File: src/rtl/buffer_ctl_defines.svh
// Offsets, field positions and timing counts for the buffer control block
`ifndef BUFFER_CTL_DEFINES_SVH
`define BUFFER_CTL_DEFINES_SVH

// ----------------------------------------------------------------
// Register offsets
// ----------------------------------------------------------------
`define REG_CTRL       8'h00
`define REG_CS2        8'h04
`define REG_STAT       8'h08
`define REG_BUF        8'h0C

// ----------------------------------------------------------------
// Field positions
// ----------------------------------------------------------------
`define CTRL_OP_LSB    0
`define CTRL_ASI_BIT   2
`define CTRL_GO_BIT    3
`define CTRL_INIT_BIT  4
`define CTRL_BAW_BIT   5
`define CS2_CMP_BIT    14
`define SF_ASM_EVEN    0
`define SF_ASM_ODD     1
`define SF_MEM_EVEN    2
`define SF_MEM_ODD     3
`define SF_FIRST       4
`define SF_SECOND      5
`define SF_THIRD       6

// ----------------------------------------------------------------
// Timing
// ----------------------------------------------------------------
`define CLK_MHZ        10
`define OCLR_NS        50
`define DRVCLK_NS      50
`define OCLR_CYC   ((`OCLR_NS * `CLK_MHZ + 999) / 1000)
`define DRVCLK_CYC ((`DRVCLK_NS * `CLK_MHZ + 999) / 1000)

`endif

File: src/rtl/buffer_ctl_pkg.sv
// Types shared by the buffer control block
`default_nettype none
package buffer_ctl_pkg;
    typedef enum logic [1:0] {
        OP_MAINT  = 2'b00,
        OP_WRITE  = 2'b01,
        OP_WCHECK = 2'b10,
        OP_READ   = 2'b11
    } op_mode_t;
    typedef logic [7:0]  reg_addr_t;
    typedef logic [15:0] reg_data_t;
endpackage
`default_nettype wire

File: src/rtl/strobe_sync_if.sv
// Synchronised pin levels and their falling edges
`default_nettype none
interface strobe_sync_if #(parameter int W = 2);
    logic [W-1:0] level;
    logic [W-1:0] fall;
    modport src (output level, output fall);
    modport dst (input level, input fall);
endinterface
`default_nettype wire

File: src/rtl/data_buffer_flag_pointer_control.sv
// Output-stage flag, empty/last-word detect and pointers of the buffer
//
// Design decisions made here: the register offsets and the strobed register port.
`include "buffer_ctl_defines.svh"
`default_nettype none
module data_buffer_flag_pointer_control
    import buffer_ctl_pkg::*;
(
    // Clock and reset
    input  wire logic       core_clk,
    input  wire logic       arst_n,
    // Register port
    input  wire reg_addr_t  reg_addr,
    input  wire reg_data_t  reg_wdata,
    input  wire logic       reg_wr,
    input  wire logic       reg_rd,
    output logic [15:0]     reg_rdata,
    // Asynchronous pins
    input  wire logic       xfer_strobe_pin,
    input  wire logic       power_clear_pin,
    // Neighbouring buffer logic
    input  wire logic [6:0] stage_full,
    input  wire logic       output_load,
    input  wire logic       mixer_word_clock,
    input  wire logic       word_mismatch,
    input  wire logic       mixer_step_pulse,
    input  wire logic       mem_clk_even,
    input  wire logic       mem_clk_odd,
    input  wire logic       assembly_step_pulse,
    input  wire logic       assembly_double,
    input  wire logic       double_request,
    input  wire logic       read_exception,
    input  wire logic       end_of_block_pulse,
    input  wire logic       drive_error,
    // Status outputs
    output logic            output_full,
    output logic            output_clear_pulse,
    output logic            drive_clock_pulse,
    output logic            mixer_pointer,
    output logic            odd_load_pointer,
    output logic            assembly_pointer,
    output logic            buffer_empty,
    output logic            final_word_flag,
    output logic            double_xfer_flag,
    output logic            transfer_stop,
    output logic            buffer_init
);
    localparam int OCLR_CYC   = `OCLR_CYC;
    localparam int DRVCLK_CYC = `DRVCLK_CYC;
    function automatic logic is_xfer(input op_mode_t op);
        return op != OP_MAINT;
    endfunction

    // ----------------------------------------------------------------
    // Registers
    // ----------------------------------------------------------------
    op_mode_t    op_r;
    logic        asi_r, baw_r, cmp_err_r, cmp_err_d;
    logic        init_r, host_strobe_r, drv_err_r, stop_r;
    logic        out_full_r, oclr_r, drv_clk_r, dbl_r;
    logic        mix_r, odd_r, asm_r, empty_r, last_r;
    logic [3:0]  oclr_cnt_r, drv_cnt_r;
    logic        mwc_d, mstep_d, memc_d, memboth_d, astep_d, adbl_d;
    logic [15:0] rdata_r;
    logic        pclr_rise;

    strobe_sync_if #(.W(2)) pins ();
    pin_sync #(.W(2)) u_sync (
        .core_clk (core_clk),
        .arst_n   (arst_n),
        .pins_in  ({power_clear_pin, xfer_strobe_pin}),
        .sync     (pins)
    );
    logic pclr_d;
    always_ff @(posedge core_clk or negedge arst_n) begin
        if (!arst_n) pclr_d <= 1'b0;
        else         pclr_d <= pins.level[1];
    end
    assign pclr_rise = pins.level[1] & ~pclr_d;
    wire wr_ctrl  = reg_wr && reg_addr == `REG_CTRL;
    wire wr_cs2   = reg_wr && reg_addr == `REG_CS2;
    wire host_ini = (wr_ctrl && reg_wdata[`CTRL_INIT_BIT]) || pclr_rise;
    wire go_ini   = wr_ctrl && reg_wdata[`CTRL_GO_BIT];
    wire buf_out_sel = reg_rd && reg_addr == `REG_BUF && op_r == OP_MAINT;

    // ----------------------------------------------------------------
    // Control and init
    // ----------------------------------------------------------------
    always_ff @(posedge core_clk or negedge arst_n) begin
        if (!arst_n) begin
            op_r   <= OP_MAINT;
            asi_r  <= 1'b0;
            baw_r  <= 1'b0;
            init_r <= 1'b0;
        end else begin
            init_r <= host_ini || go_ini;
            if (wr_ctrl) begin
                op_r  <= op_mode_t'(reg_wdata[`CTRL_OP_LSB +: 2]);
                asi_r <= reg_wdata[`CTRL_ASI_BIT];
                baw_r <= reg_wdata[`CTRL_BAW_BIT];
            end
            // Go leaves the word bit alone; only host-side clears reset it
            if (host_ini) baw_r <= 1'b0;
        end
    end
    // Set wins over the software clear
    always_ff @(posedge core_clk or negedge arst_n) begin
        if (!arst_n) begin
            cmp_err_r <= 1'b0;
            cmp_err_d <= 1'b0;
            mwc_d     <= 1'b0;
        end else begin
            mwc_d     <= mixer_word_clock;
            cmp_err_d <= cmp_err_r;
            if (mixer_word_clock && !mwc_d && op_r == OP_WCHECK &&
                word_mismatch)
                cmp_err_r <= 1'b1;
            else if (wr_cs2 && !reg_wdata[`CS2_CMP_BIT])
                cmp_err_r <= 1'b0;
        end
    end

    // ----------------------------------------------------------------
    // Pulses built from counted delays, and the host buffer-read strobe
    // ----------------------------------------------------------------
    wire drv_end  = drv_clk_r && drv_cnt_r == 4'(DRVCLK_CYC - 1);
    wire oclr_end = oclr_r && oclr_cnt_r == 4'(OCLR_CYC - 1);
    always_ff @(posedge core_clk or negedge arst_n) begin
        if (!arst_n) begin
            drv_clk_r <= 1'b0;
            drv_cnt_r <= 4'h0;
        end else if (pins.fall[0]) begin
            drv_clk_r <= 1'b1;
            drv_cnt_r <= 4'h0;
        end else if (drv_end) begin
            drv_clk_r <= 1'b0;
        end else if (drv_clk_r) begin
            drv_cnt_r <= drv_cnt_r + 4'h1;
        end
    end
    always_ff @(posedge core_clk or negedge arst_n) begin
        if (!arst_n) begin
            oclr_r     <= 1'b0;
            oclr_cnt_r <= 4'h0;
        end else if (op_r == OP_READ && assembly_step_pulse) begin
            oclr_r     <= 1'b1;
            oclr_cnt_r <= 4'h0;
        end else if (oclr_end) begin
            oclr_r     <= 1'b0;
        end else if (oclr_r) begin
            oclr_cnt_r <= oclr_cnt_r + 4'h1;
        end
    end
    always_ff @(posedge core_clk or negedge arst_n) begin
        if (!arst_n) host_strobe_r <= 1'b0;
        else         host_strobe_r <= buf_out_sel;
    end

    // ----------------------------------------------------------------
    // Output-stage full flag
    // ----------------------------------------------------------------
    wire clr_wchk  = !mixer_word_clock && mwc_d && op_r == OP_WCHECK &&
                     !cmp_err_r;
    wire clr_write = drv_end && op_r == OP_WRITE && !stage_full[`SF_THIRD];
    wire clr_read  = oclr_end && op_r == OP_READ;
    wire clr_cmp   = !cmp_err_r && cmp_err_d;
    always_ff @(posedge core_clk or negedge arst_n) begin
        if (!arst_n)          out_full_r <= 1'b0;
        else if (init_r)      out_full_r <= 1'b0;
        else if (output_load) out_full_r <= 1'b1;
        else if (clr_wchk)    out_full_r <= 1'b0;
        else if (clr_cmp)     out_full_r <= 1'b0;
        else if (clr_write)   out_full_r <= 1'b0;
        else if (clr_read)    out_full_r <= 1'b0;
        else if (host_strobe_r) out_full_r <= 1'b0;
    end

    // ----------------------------------------------------------------
    // Empty, last word, double transfer, stop
    // ----------------------------------------------------------------
    wire singles_empty = !(stage_full[`SF_FIRST] | stage_full[`SF_SECOND] |
                           stage_full[`SF_THIRD] | out_full_r);
    always_ff @(posedge core_clk or negedge arst_n) begin
        if (!arst_n) begin
            empty_r <= 1'b1;
            last_r  <= 1'b0;
            dbl_r   <= 1'b0;
        end else begin
            empty_r <= ~|{stage_full, out_full_r};
            last_r  <= singles_empty && (stage_full[`SF_ASM_EVEN] ^
                       stage_full[`SF_ASM_ODD]);
            dbl_r   <= double_request && !(last_r && read_exception);
        end
    end
    // Buffered words keep flowing; only new drive transfers stop
    always_ff @(posedge core_clk or negedge arst_n) begin
        if (!arst_n) begin
            drv_err_r <= 1'b0;
            stop_r    <= 1'b0;
        end else if (init_r) begin
            drv_err_r <= 1'b0;
            stop_r    <= 1'b0;
        end else begin
            if (op_r == OP_READ && drive_error) drv_err_r <= 1'b1;
            if (end_of_block_pulse && (drv_err_r || drive_error) &&
                op_r == OP_READ)
                stop_r <= 1'b1;
        end
    end

    // ----------------------------------------------------------------
    // Pointers, acting on trailing edges of their clocks
    // ----------------------------------------------------------------
    wire mix_fall  = !mixer_step_pulse && mstep_d;
    wire memc_fall = !(mem_clk_even | mem_clk_odd) && memc_d;
    wire asm_fall  = !assembly_step_pulse && astep_d;
    wire mix_hold  = is_xfer(op_r) && asi_r;
    wire odd_hold  = op_r == OP_READ && (asi_r || memboth_d || dbl_r);
    wire asm_hold  = ((op_r == OP_WRITE || op_r == OP_WCHECK) && adbl_d) ||
                     (is_xfer(op_r) && asi_r);
    always_ff @(posedge core_clk or negedge arst_n) begin
        if (!arst_n) begin
            mstep_d   <= 1'b0;
            memc_d    <= 1'b0;
            memboth_d <= 1'b0;
            astep_d   <= 1'b0;
            adbl_d    <= 1'b0;
        end else begin
            mstep_d <= mixer_step_pulse;
            memc_d  <= mem_clk_even | mem_clk_odd;
            astep_d <= assembly_step_pulse;
            if (mem_clk_even | mem_clk_odd)
                memboth_d <= mem_clk_even & mem_clk_odd;
            if (assembly_step_pulse) adbl_d <= assembly_double;
        end
    end

    always_ff @(posedge core_clk or negedge arst_n) begin
        if (!arst_n)       mix_r <= 1'b0;
        else if (init_r)   mix_r <= baw_r;
        else if (mix_fall && !mix_hold)
            mix_r <= ~mix_r;
    end
    always_ff @(posedge core_clk or negedge arst_n) begin
        if (!arst_n)       odd_r <= 1'b0;
        else if (init_r)   odd_r <= baw_r;
        else if (memc_fall && !odd_hold)
            odd_r <= ~odd_r;
    end
    always_ff @(posedge core_clk or negedge arst_n) begin
        if (!arst_n)       asm_r <= 1'b0;
        else if (init_r)   asm_r <= baw_r;
        else if (asm_fall && !asm_hold)
            asm_r <= ~asm_r;
    end

    // ----------------------------------------------------------------
    // Register read port
    // ----------------------------------------------------------------
    always_ff @(posedge core_clk or negedge arst_n) begin
        if (!arst_n) begin
            rdata_r <= 16'h0000;
        end else if (reg_rd) begin
            case (reg_addr)
                `REG_CTRL: rdata_r <= {10'h000, baw_r, 2'b00, asi_r, op_r};
                `REG_CS2:  rdata_r <= {1'b0, cmp_err_r, 14'h0000};
                `REG_STAT: rdata_r <= {7'h00, oclr_r, stop_r, asm_r, odd_r,
                                       mix_r, dbl_r, last_r, empty_r,
                                       out_full_r};
                `REG_BUF:  rdata_r <= {15'h0000, out_full_r};
                default:   rdata_r <= 16'h0000;
            endcase
        end else begin
            rdata_r <= 16'h0000;
        end
    end
    assign reg_rdata          = rdata_r;
    assign output_full        = out_full_r;
    assign output_clear_pulse = oclr_r;
    assign drive_clock_pulse  = drv_clk_r;
    assign mixer_pointer      = mix_r;
    assign odd_load_pointer   = odd_r;
    assign assembly_pointer   = asm_r;
    assign buffer_empty       = empty_r;
    assign final_word_flag    = last_r;
    assign double_xfer_flag   = dbl_r;
    assign transfer_stop      = stop_r;
    assign buffer_init        = init_r;
endmodule // data_buffer_flag_pointer_control
`default_nettype wire

File: src/rtl/pin_sync.sv
// Two-stage synchroniser with falling-edge detect for asynchronous pins
`default_nettype none
module pin_sync #(
    parameter int W = 2
) (
    // Clock and reset
    input  wire logic         core_clk,
    input  wire logic         arst_n,
    // Raw pins
    input  wire logic [W-1:0] pins_in,
    // Synchronised side
    strobe_sync_if.src        sync
);
    logic [W-1:0] meta_r;
    logic [W-1:0] stable_r;
    logic [W-1:0] prev_r;

    // Only stable_r reads meta_r
    always_ff @(posedge core_clk or negedge arst_n) begin
        if (!arst_n) begin
            meta_r   <= '0;
            stable_r <= '0;
            prev_r   <= '0;
        end else begin
            meta_r   <= pins_in;
            stable_r <= meta_r;
            prev_r   <= stable_r;
        end
    end

    assign sync.level = stable_r;
    assign sync.fall  = prev_r & ~stable_r;
endmodule // pin_sync
`default_nettype wire

File: config.mk
export PLATFORM = sky130hd
export DESIGN_NAME = data_buffer_flag_pointer_control
export DESIGN_NICKNAME = d
export VERILOG_FILES = /design/src/rtl/buffer_ctl_pkg.sv /design/src/rtl/strobe_sync_if.sv /design/src/rtl/data_buffer_flag_pointer_control.sv /design/src/rtl/pin_sync.sv
export VERILOG_INCLUDE_DIRS = /design/src /design/src/rtl
export SDC_FILE = /design/constraint.sdc
export NUM_CORES = 1
export LEC_CHECK = 0
export BUFFER_PORTS_ARGS = -buffer_cell sky130_fd_sc_hd__buf_2
export CORE_MARGIN = 8
export CORE_UTILIZATION = 49
export CTS_CLUSTER_DIAMETER = 30
export DETAILED_ROUTE_END_ITERATION = 10
export GPL_ROUTABILITY_DRIVEN = 0
export GPL_TIMING_DRIVEN = 0
export HOLD_SLACK_MARGIN = 0.08
export MAX_ROUTING_LAYER = met4
export PLACE_DENSITY_LB_ADDON = 0.1
export SETUP_SLACK_MARGIN = 0.4
export SYNTH_ARGS = -nofsm -noshare
export SYNTH_HDL_FRONTEND = slang
export SYNTH_SLANG_ARGS = --single-unit
File: constraint.sdc
create_clock -name core_clk -period 2.3 [get_ports core_clk]
set_input_delay 0.115 -clock core_clk [delete_from_list [all_inputs] [get_ports core_clk]]
set_output_delay 0.115 -clock core_clk [all_outputs]
set_load 0.02 [all_outputs]
==> results.sh, run 1 <==
export IMPL_cts_tree="built"
export IMPL_status="finished, final reports clean"
export IMPL_fin_setup_tns_ps=0
export IMPL_crit_cells=5
export IMPL_final_nets=340
export IMPL_end_kind="register"
export IMPL_grt_pass1_wl_um=8350
export IMPL_final_min_clock_period_ps=1710
export IMPL_grt_max_degree=50
export IMPL_crit_required_ps=2490
export IMPL_track_usage_pct=14.8
export IMPL_clockBufferDepth=2
export IMPL_worstSetupStartpoint="drv_cnt_r[0]"
export IMPL_start_util_pct=50.6
export IMPL_power_density_mw_per_mm2=646
export IMPL_synth_common_cells="dfrtp_1, inv_1, nor2_1"
export IMPL_synth_cell_types=45
export IMPL_setup_viol_count_final=0
export IMPL_grt_antenna_before_repair=1
export IMPL_drcViolationCount=0
export IMPL_synth_area_mm2=0.00219
export IMPL_cp_max_fo=5
export IMPL_core_area_mm2=0.00432
export IMPL_final_max_slew_viol_count=0
export IMPL_root_buffer="clkbuf_8"
export IMPL_rows=24
export IMPL_postSynth_asyncResetShare_pct=100
export IMPL_p_leak_nw=1.45
export IMPL_hold_viol=0
export IMPL_post_route_period_util_pct=74.3
export IMPL_drtAntennaViolNets=0
export IMPL_dp_hpwl_um=3400
export IMPL_vias=1699
export IMPL_routedWlPerCell_um=14.3
export IMPL_yosysSeqAreaShare_pct=56.1
export IMPL_slowest_delay_ps=410
export IMPL_max_freq_mhz=585
export IMPL_r2r_start="drv_cnt_r[0]"
export IMPL_synth_main_ff_cell="dfrtp_1"
export IMPL_overflow=0
export IMPL_path_class="reg -> reg"
export IMPL_synth_seq_cells=49
export IMPL_hold_path_class="in -> reg"
export IMPL_insertion_delay_ps=300
export IMPL_yosys_warnings=0
export IMPL_cts_sinks=49
export IMPL_die_x_um=82.8
export IMPL_postCtsSetupBuffers=0
export IMPL_synth_edff_count=0
export IMPL_synth_top_area_share_pct=54.9
export IMPL_via_per_inst=5.06
export IMPL_syn_to_final_growth_pct=32.0
export IMPL_vdd_ir_drop_max_uv=330
export IMPL_r2r_end="output_full"
export IMPL_crit_chain="inv_1 > ha_1 > or3b_4 > o31a_1 > a32o_1"
export IMPL_grt_pass1_vias=1796
export IMPL_syn_area_per_cell_um2=11.5
export IMPL_crit_slowest_cell="dfrtp_1"
export IMPL_h_tree_depth=2
export IMPL_fin_skew_ps=7.90
export IMPL_drt_iter0_drc=55
export IMPL_numCtsBuffers=5
export IMPL_synth_most_common_cell="dfrtp_1"
export IMPL_crit_family="compound AO/OA/AOI/OAI gates"
export IMPL_cts_clk_slew_worst_paths_ps=80
export IMPL_syn_inst=191
export IMPL_drive_gt1_share_pct=31.8
export IMPL_reg2reg_slack_ps=590
export IMPL_ios=76
export IMPL_synth_area_leaders="dfrtp_1, ha_1, inv_1, nor2_1, buf_4"
export IMPL_die_area_mm2=0.00686
export IMPL_cap_violations=0
export IMPL_finalWirelength_um=4800
export IMPL_worstSetupStartpointType="register"
export IMPL_power_w=0.00187
export IMPL_worst_path_buf_inv=1
export IMPL_die_h_um=82.8
export IMPL_crit_end="output_full"
export IMPL_fillers=338
export IMPL_worst_pin_slew_ps=1060
export IMPL_rsz0062_at_grt="no"
export IMPL_port_buffers=59
export IMPL_drtPass1Iterations=4
export IMPL_yosys_area_top_type="dfrtp_1"
export IMPL_r2r_cells=5
export IMPL_maxSlewHeadroom_pct=29.3
export IMPL_cp_arrival_ps=1900
flip-flops by register name (all words and copies together), names as in the netlist, 2 cells and up:
register and flops:
u_sync.meta_r 2, reg_rdata 10, oclr_cnt_r 4, drv_cnt_r 4, op_r 2, u_sync.sync.level 2
layer usage:
layer | track usage, % | up-vias | wire length (um)
met4 | 5.11 | 0 | 87
met2 | 23.8 | 51 | 2400
li1 | - | 834 | -
met1 | 17.1 | 806 | 2070
met5 | - | - | 0
met3 | 4.39 | 8 | 245
worst reg2reg max path: stages, from the launching register on:
cell	delay, ps
dfrtp_1	410
inv_1	90
ha_1	160
or3b_4	410
o31a_1	290
a32o_1	250
stage by stage:
stage                     setup WS [ps]  instances  hold slack [ps]  area, um2  utilization (%)
after floorplan                     578        196             -181       2210                -
after global routing                499        336              103       2890             66.8
final                               591        336             92.8       2890             66.8
after detailed placement            495        307              225       2570             59.3
after CTS                           478        335             82.6       2880             66.7
after global placement              508        307              224       2570             59.3
timing repair:
item / CTS / global route
hold buffers: 20 / 0
endpoints found under the setup margin: 0 / 1
gates resized for setup: 0 / 1
endpoints found under the hold margin: 64 / 0
logic make-up (layout without fill, tap and decap cells):
family | Yosys count | count (layout) | synth area share, %
simple gates | 63 | 63 | 18.7
fa+ha+maj | 9 | 9 | 5.15
compound gates | 31 | 31 | 8.98
mux | 8 | 8 | 3.89
buf+inv | 28 | 115 | 6.24
other cells | 1 | 7 | 0.171
flops | 49 | 49 | 56.1
xor+xnor | 2 | 2 | 0.801
where the power goes:
part | switching, W | internal [W] | leakage (nW)
Sequential | 0.0000561 | 0.000921 | 0.613
Clock | 0.000273 | 0.000355 | 0.0585
Combinational | 0.000135 | 0.000126 | 0.774
final cells by class:
type / count / area, um2 / area share (%)
tap: 52 / 65.1 / 2.25
clock buffer: 7 / 86.3 / 2.99
antenna: 1 / 2.50 / 0.0867
sequential: 49 / 1230 / 42.5
clock inverter: 1 / 30.0 / 1.04
multi-input combinational: 119 / 845 / 29.2
inverter: 20 / 75.1 / 2.60
buffer: 8 / 61.3 / 2.12
timing repair buffer: 79 / 495 / 17.2
layout by cell type, fill, tap and decap left out, types with 2 or more instances in the layout:
cell type and n:
o21ai_0 8, nand4_1 3, dlygate4sd3_1 20, a21o_1 2, conb_1 6, o31ai_1 2
nand4b_1 2, and2_1 7, nor2b_1 2, a31oi_1 3, nand2_1 6, ha_1 9
nand3_1 5, dfrtp_1 48, nand2b_1 4, mux2i_1 4, a21oi_1 8, or4_1 3
buf_2 60, nor4b_1 3, inv_1 20, xor2_1 2, buf_4 6, or4_4 3
clkbuf_8 6, mux2_2 4, nor2_1 13, nor3b_1 2
how the worst min path moves through the flow:
stage               startpoint               end  slack, ps  cells after the start
4_1_cts           reg_wdata[4]             baw_r         80                      3
3_5_place_dp   power_clear_pin  u_sync.meta_r[1]        220                      1
2_1_floorplan           arst_n            adbl_d       -180                      0
5_1_grt           reg_wdata[4]             baw_r        100                      3
6_report          reg_wdata[4]             baw_r         90                      3
3_3_place_gp   xfer_strobe_pin  u_sync.meta_r[0]        220                      1
No activity file was read; power rests on OpenSTA's default activity.
==> inputs of run 2 (changes only) <==
CORE_UTILIZATION = 45   (was 49)
clock period = 1.4 ns   (was 2.3 ns; I/O delays follow)
==> results.sh, run 2 (same netlist as run 1, synthesis figures left out) <==
export IMPL_status="finished, violations left"
export IMPL_violations="negative hold slack, negative setup slack"
export IMPL_final_common_cell="buf_2"
export IMPL_track_usage_pct=16.1
export IMPL_post_route_period_util_pct=115
export IMPL_start_util_pct=46.6
export IMPL_crit_required_ps=1590
export IMPL_cts_sinks=49
export IMPL_cts_tree="built"
export IMPL_hold_path_class="in -> async"
export IMPL_drcViolationCount=0
export IMPL_worstSetupStartpointType="register"
export IMPL_path_class="reg -> reg"
export IMPL_r2r_cells=5
export IMPL_rsz0062_at_grt="yes"
export IMPL_dp_slack_ps=-291
export IMPL_slowest_delay_ps=410
export IMPL_grt_max_degree=50
export IMPL_cts_clk_slew_worst_paths_ps=80
export IMPL_r2r_end="output_full"
export IMPL_clockBufferDepth=2
export IMPL_cp_arrival_ps=1800
export IMPL_core_area_mm2=0.00469
export IMPL_die_x_um=85.7
export IMPL_drtPass1Iterations=4
export IMPL_final_min_clock_period_ps=1610
export IMPL_largest_register_ffs=10
export IMPL_cap_violations=0
export IMPL_reg2reg_slack_ps=-210
export IMPL_hold_viol=48
export IMPL_final_max_slew_viol_count=0
export IMPL_cts_hold_buf=26
export IMPL_drive_gt1_share_pct=50.5
export IMPL_routedWlPerCell_um=16.2
export IMPL_grt_pass1_vias=1862
export IMPL_diodes=0
export IMPL_dp_hpwl_um=3630
export IMPL_post_route_util_pct=74.3
export IMPL_cp_max_fo=2
export IMPL_fin_hold_ws_ps=-41.3
export IMPL_die_area_mm2=0.00735
export IMPL_setup_viol_count_final=7
export IMPL_finalWorstSetupSlack_ps=-209
export IMPL_dp_cells=309
export IMPL_finalWirelength_um=6030
export IMPL_power_density_mw_per_mm2=876
export IMPL_rows=25
export IMPL_via_per_inst=5.08
export IMPL_root_buffer="clkbuf_8"
export IMPL_p_leak_nw=1.68
export IMPL_final_nets=375
export IMPL_grt_antenna_before_repair=0
export IMPL_die_h_um=85.7
export IMPL_drtAntennaViolNets=0
export IMPL_r2r_start="drv_cnt_r[0]"
export IMPL_vias=1886
export IMPL_max_freq_mhz=622
export IMPL_overflow=0
export IMPL_end_kind="register"
export IMPL_crit_slowest_cell="dfrtp_1"
export IMPL_ios=76
export IMPL_vdd_ir_drop_max_uv=628
export IMPL_fin_skew_ps=2.95
export IMPL_worst_pin_slew_ps=1070
export IMPL_port_buffers=59
export IMPL_syn_to_final_growth_pct=59.4
export IMPL_numCtsBuffers=5
export IMPL_mostFrequentLayoutCells="buf_2, dfrtp_1, dlygate4sd3_1"
export IMPL_crit_chain="inv_2 > ha_4 > or3b_4 > o31a_1 > a32o_1"
export IMPL_h_tree_depth=2
export IMPL_power_w=0.00305
export IMPL_insertion_delay_ps=300
export IMPL_grt_pass1_wl_um=9080
export IMPL_drt_iter0_drc=69
export IMPL_final_cells=371
export IMPL_maxSlewHeadroom_pct=28.8
-- run 2: cell types whose count changed in the layout (fill, tap and decap cells not counted), moves of 5 or more --
cell / delta
buf_6: +19
buf_4: +16
buf_2: -8
dlygate4sd3_1: +6
inv_1: -6
inv_2: +6
and2_1: -5
and2_4: +5
dfrtp_1: -5
dfrtp_2: +5
ha_1: -5
ha_4: +5
nor2_1: -5
-- run 2: repair_timing --
item / 4_1_cts / 5_1_grt
setup endpoints to repair: 34 / 40
setup buffers: 16 / 13
hold endpoints to repair: 69 / 46
resized for setup: 41 / 26
pin swaps: 21 / 18
-- run 2: where the power goes --
part / total, W / switching (W) / internal [W]
logic: 0.000647 / 0.000303 / 0.000343
registers: 0.00163 / 0.000115 / 0.00151
clock network: 0.000777 / 0.000437 / 0.000340
-- run 2: final cells by class --
type                       count  area, um2
sequential                    49       1230
clock inverter                 1       5.00
buffer                         8       80.1
clock buffer                   6       72.6
timing repair buffer         114        866
inverter                      20       75.1
tap                           54       67.6
fill                         316       1210
multi-input combinational    119       1090
-- run 2: worst max path at each step --
stage | from | to | slack (ps) | depth (start not counted)
finish | drv_cnt_r[0] | output_full | -210 | 5
global route | drv_cnt_r[0] | output_full | -240 | 5
CTS | drv_cnt_r[0] | output_full | -200 | 5
detailed placement | drv_cnt_r[0] | output_full | -290 | 5
global placement | drv_cnt_r[0] | output_full | -290 | 5
floorplan | drv_cnt_r[0] | output_full | -220 | 5
-- run 2: routing by layer --
metal	global-route usage [%]	up-vias	part of all wire [%]
li1	-	902	-
met2	26.5	52	52
met5	-	-	0
met1	18.9	914	41
met4	5.73	0	3.8
met3	3.82	18	4.0
-- run 2: metrics by stage --
step / area (um2) / TNS (ps)
global placement: 2670 / -1740
finish: 3490 / -844
floorplan: 2310 / -476
global route: 3490 / -1110
detailed placement: 2670 / -1910
CTS: 3280 / -466
-- run 2: worst max-delay path, delay by kind of cell (launching register included) --
family          cells  cell delay [ps]
buf+inv             1               80
fa+ha+maj           1              120
simple gates        1              380
flops               1              410
compound gates      2              510
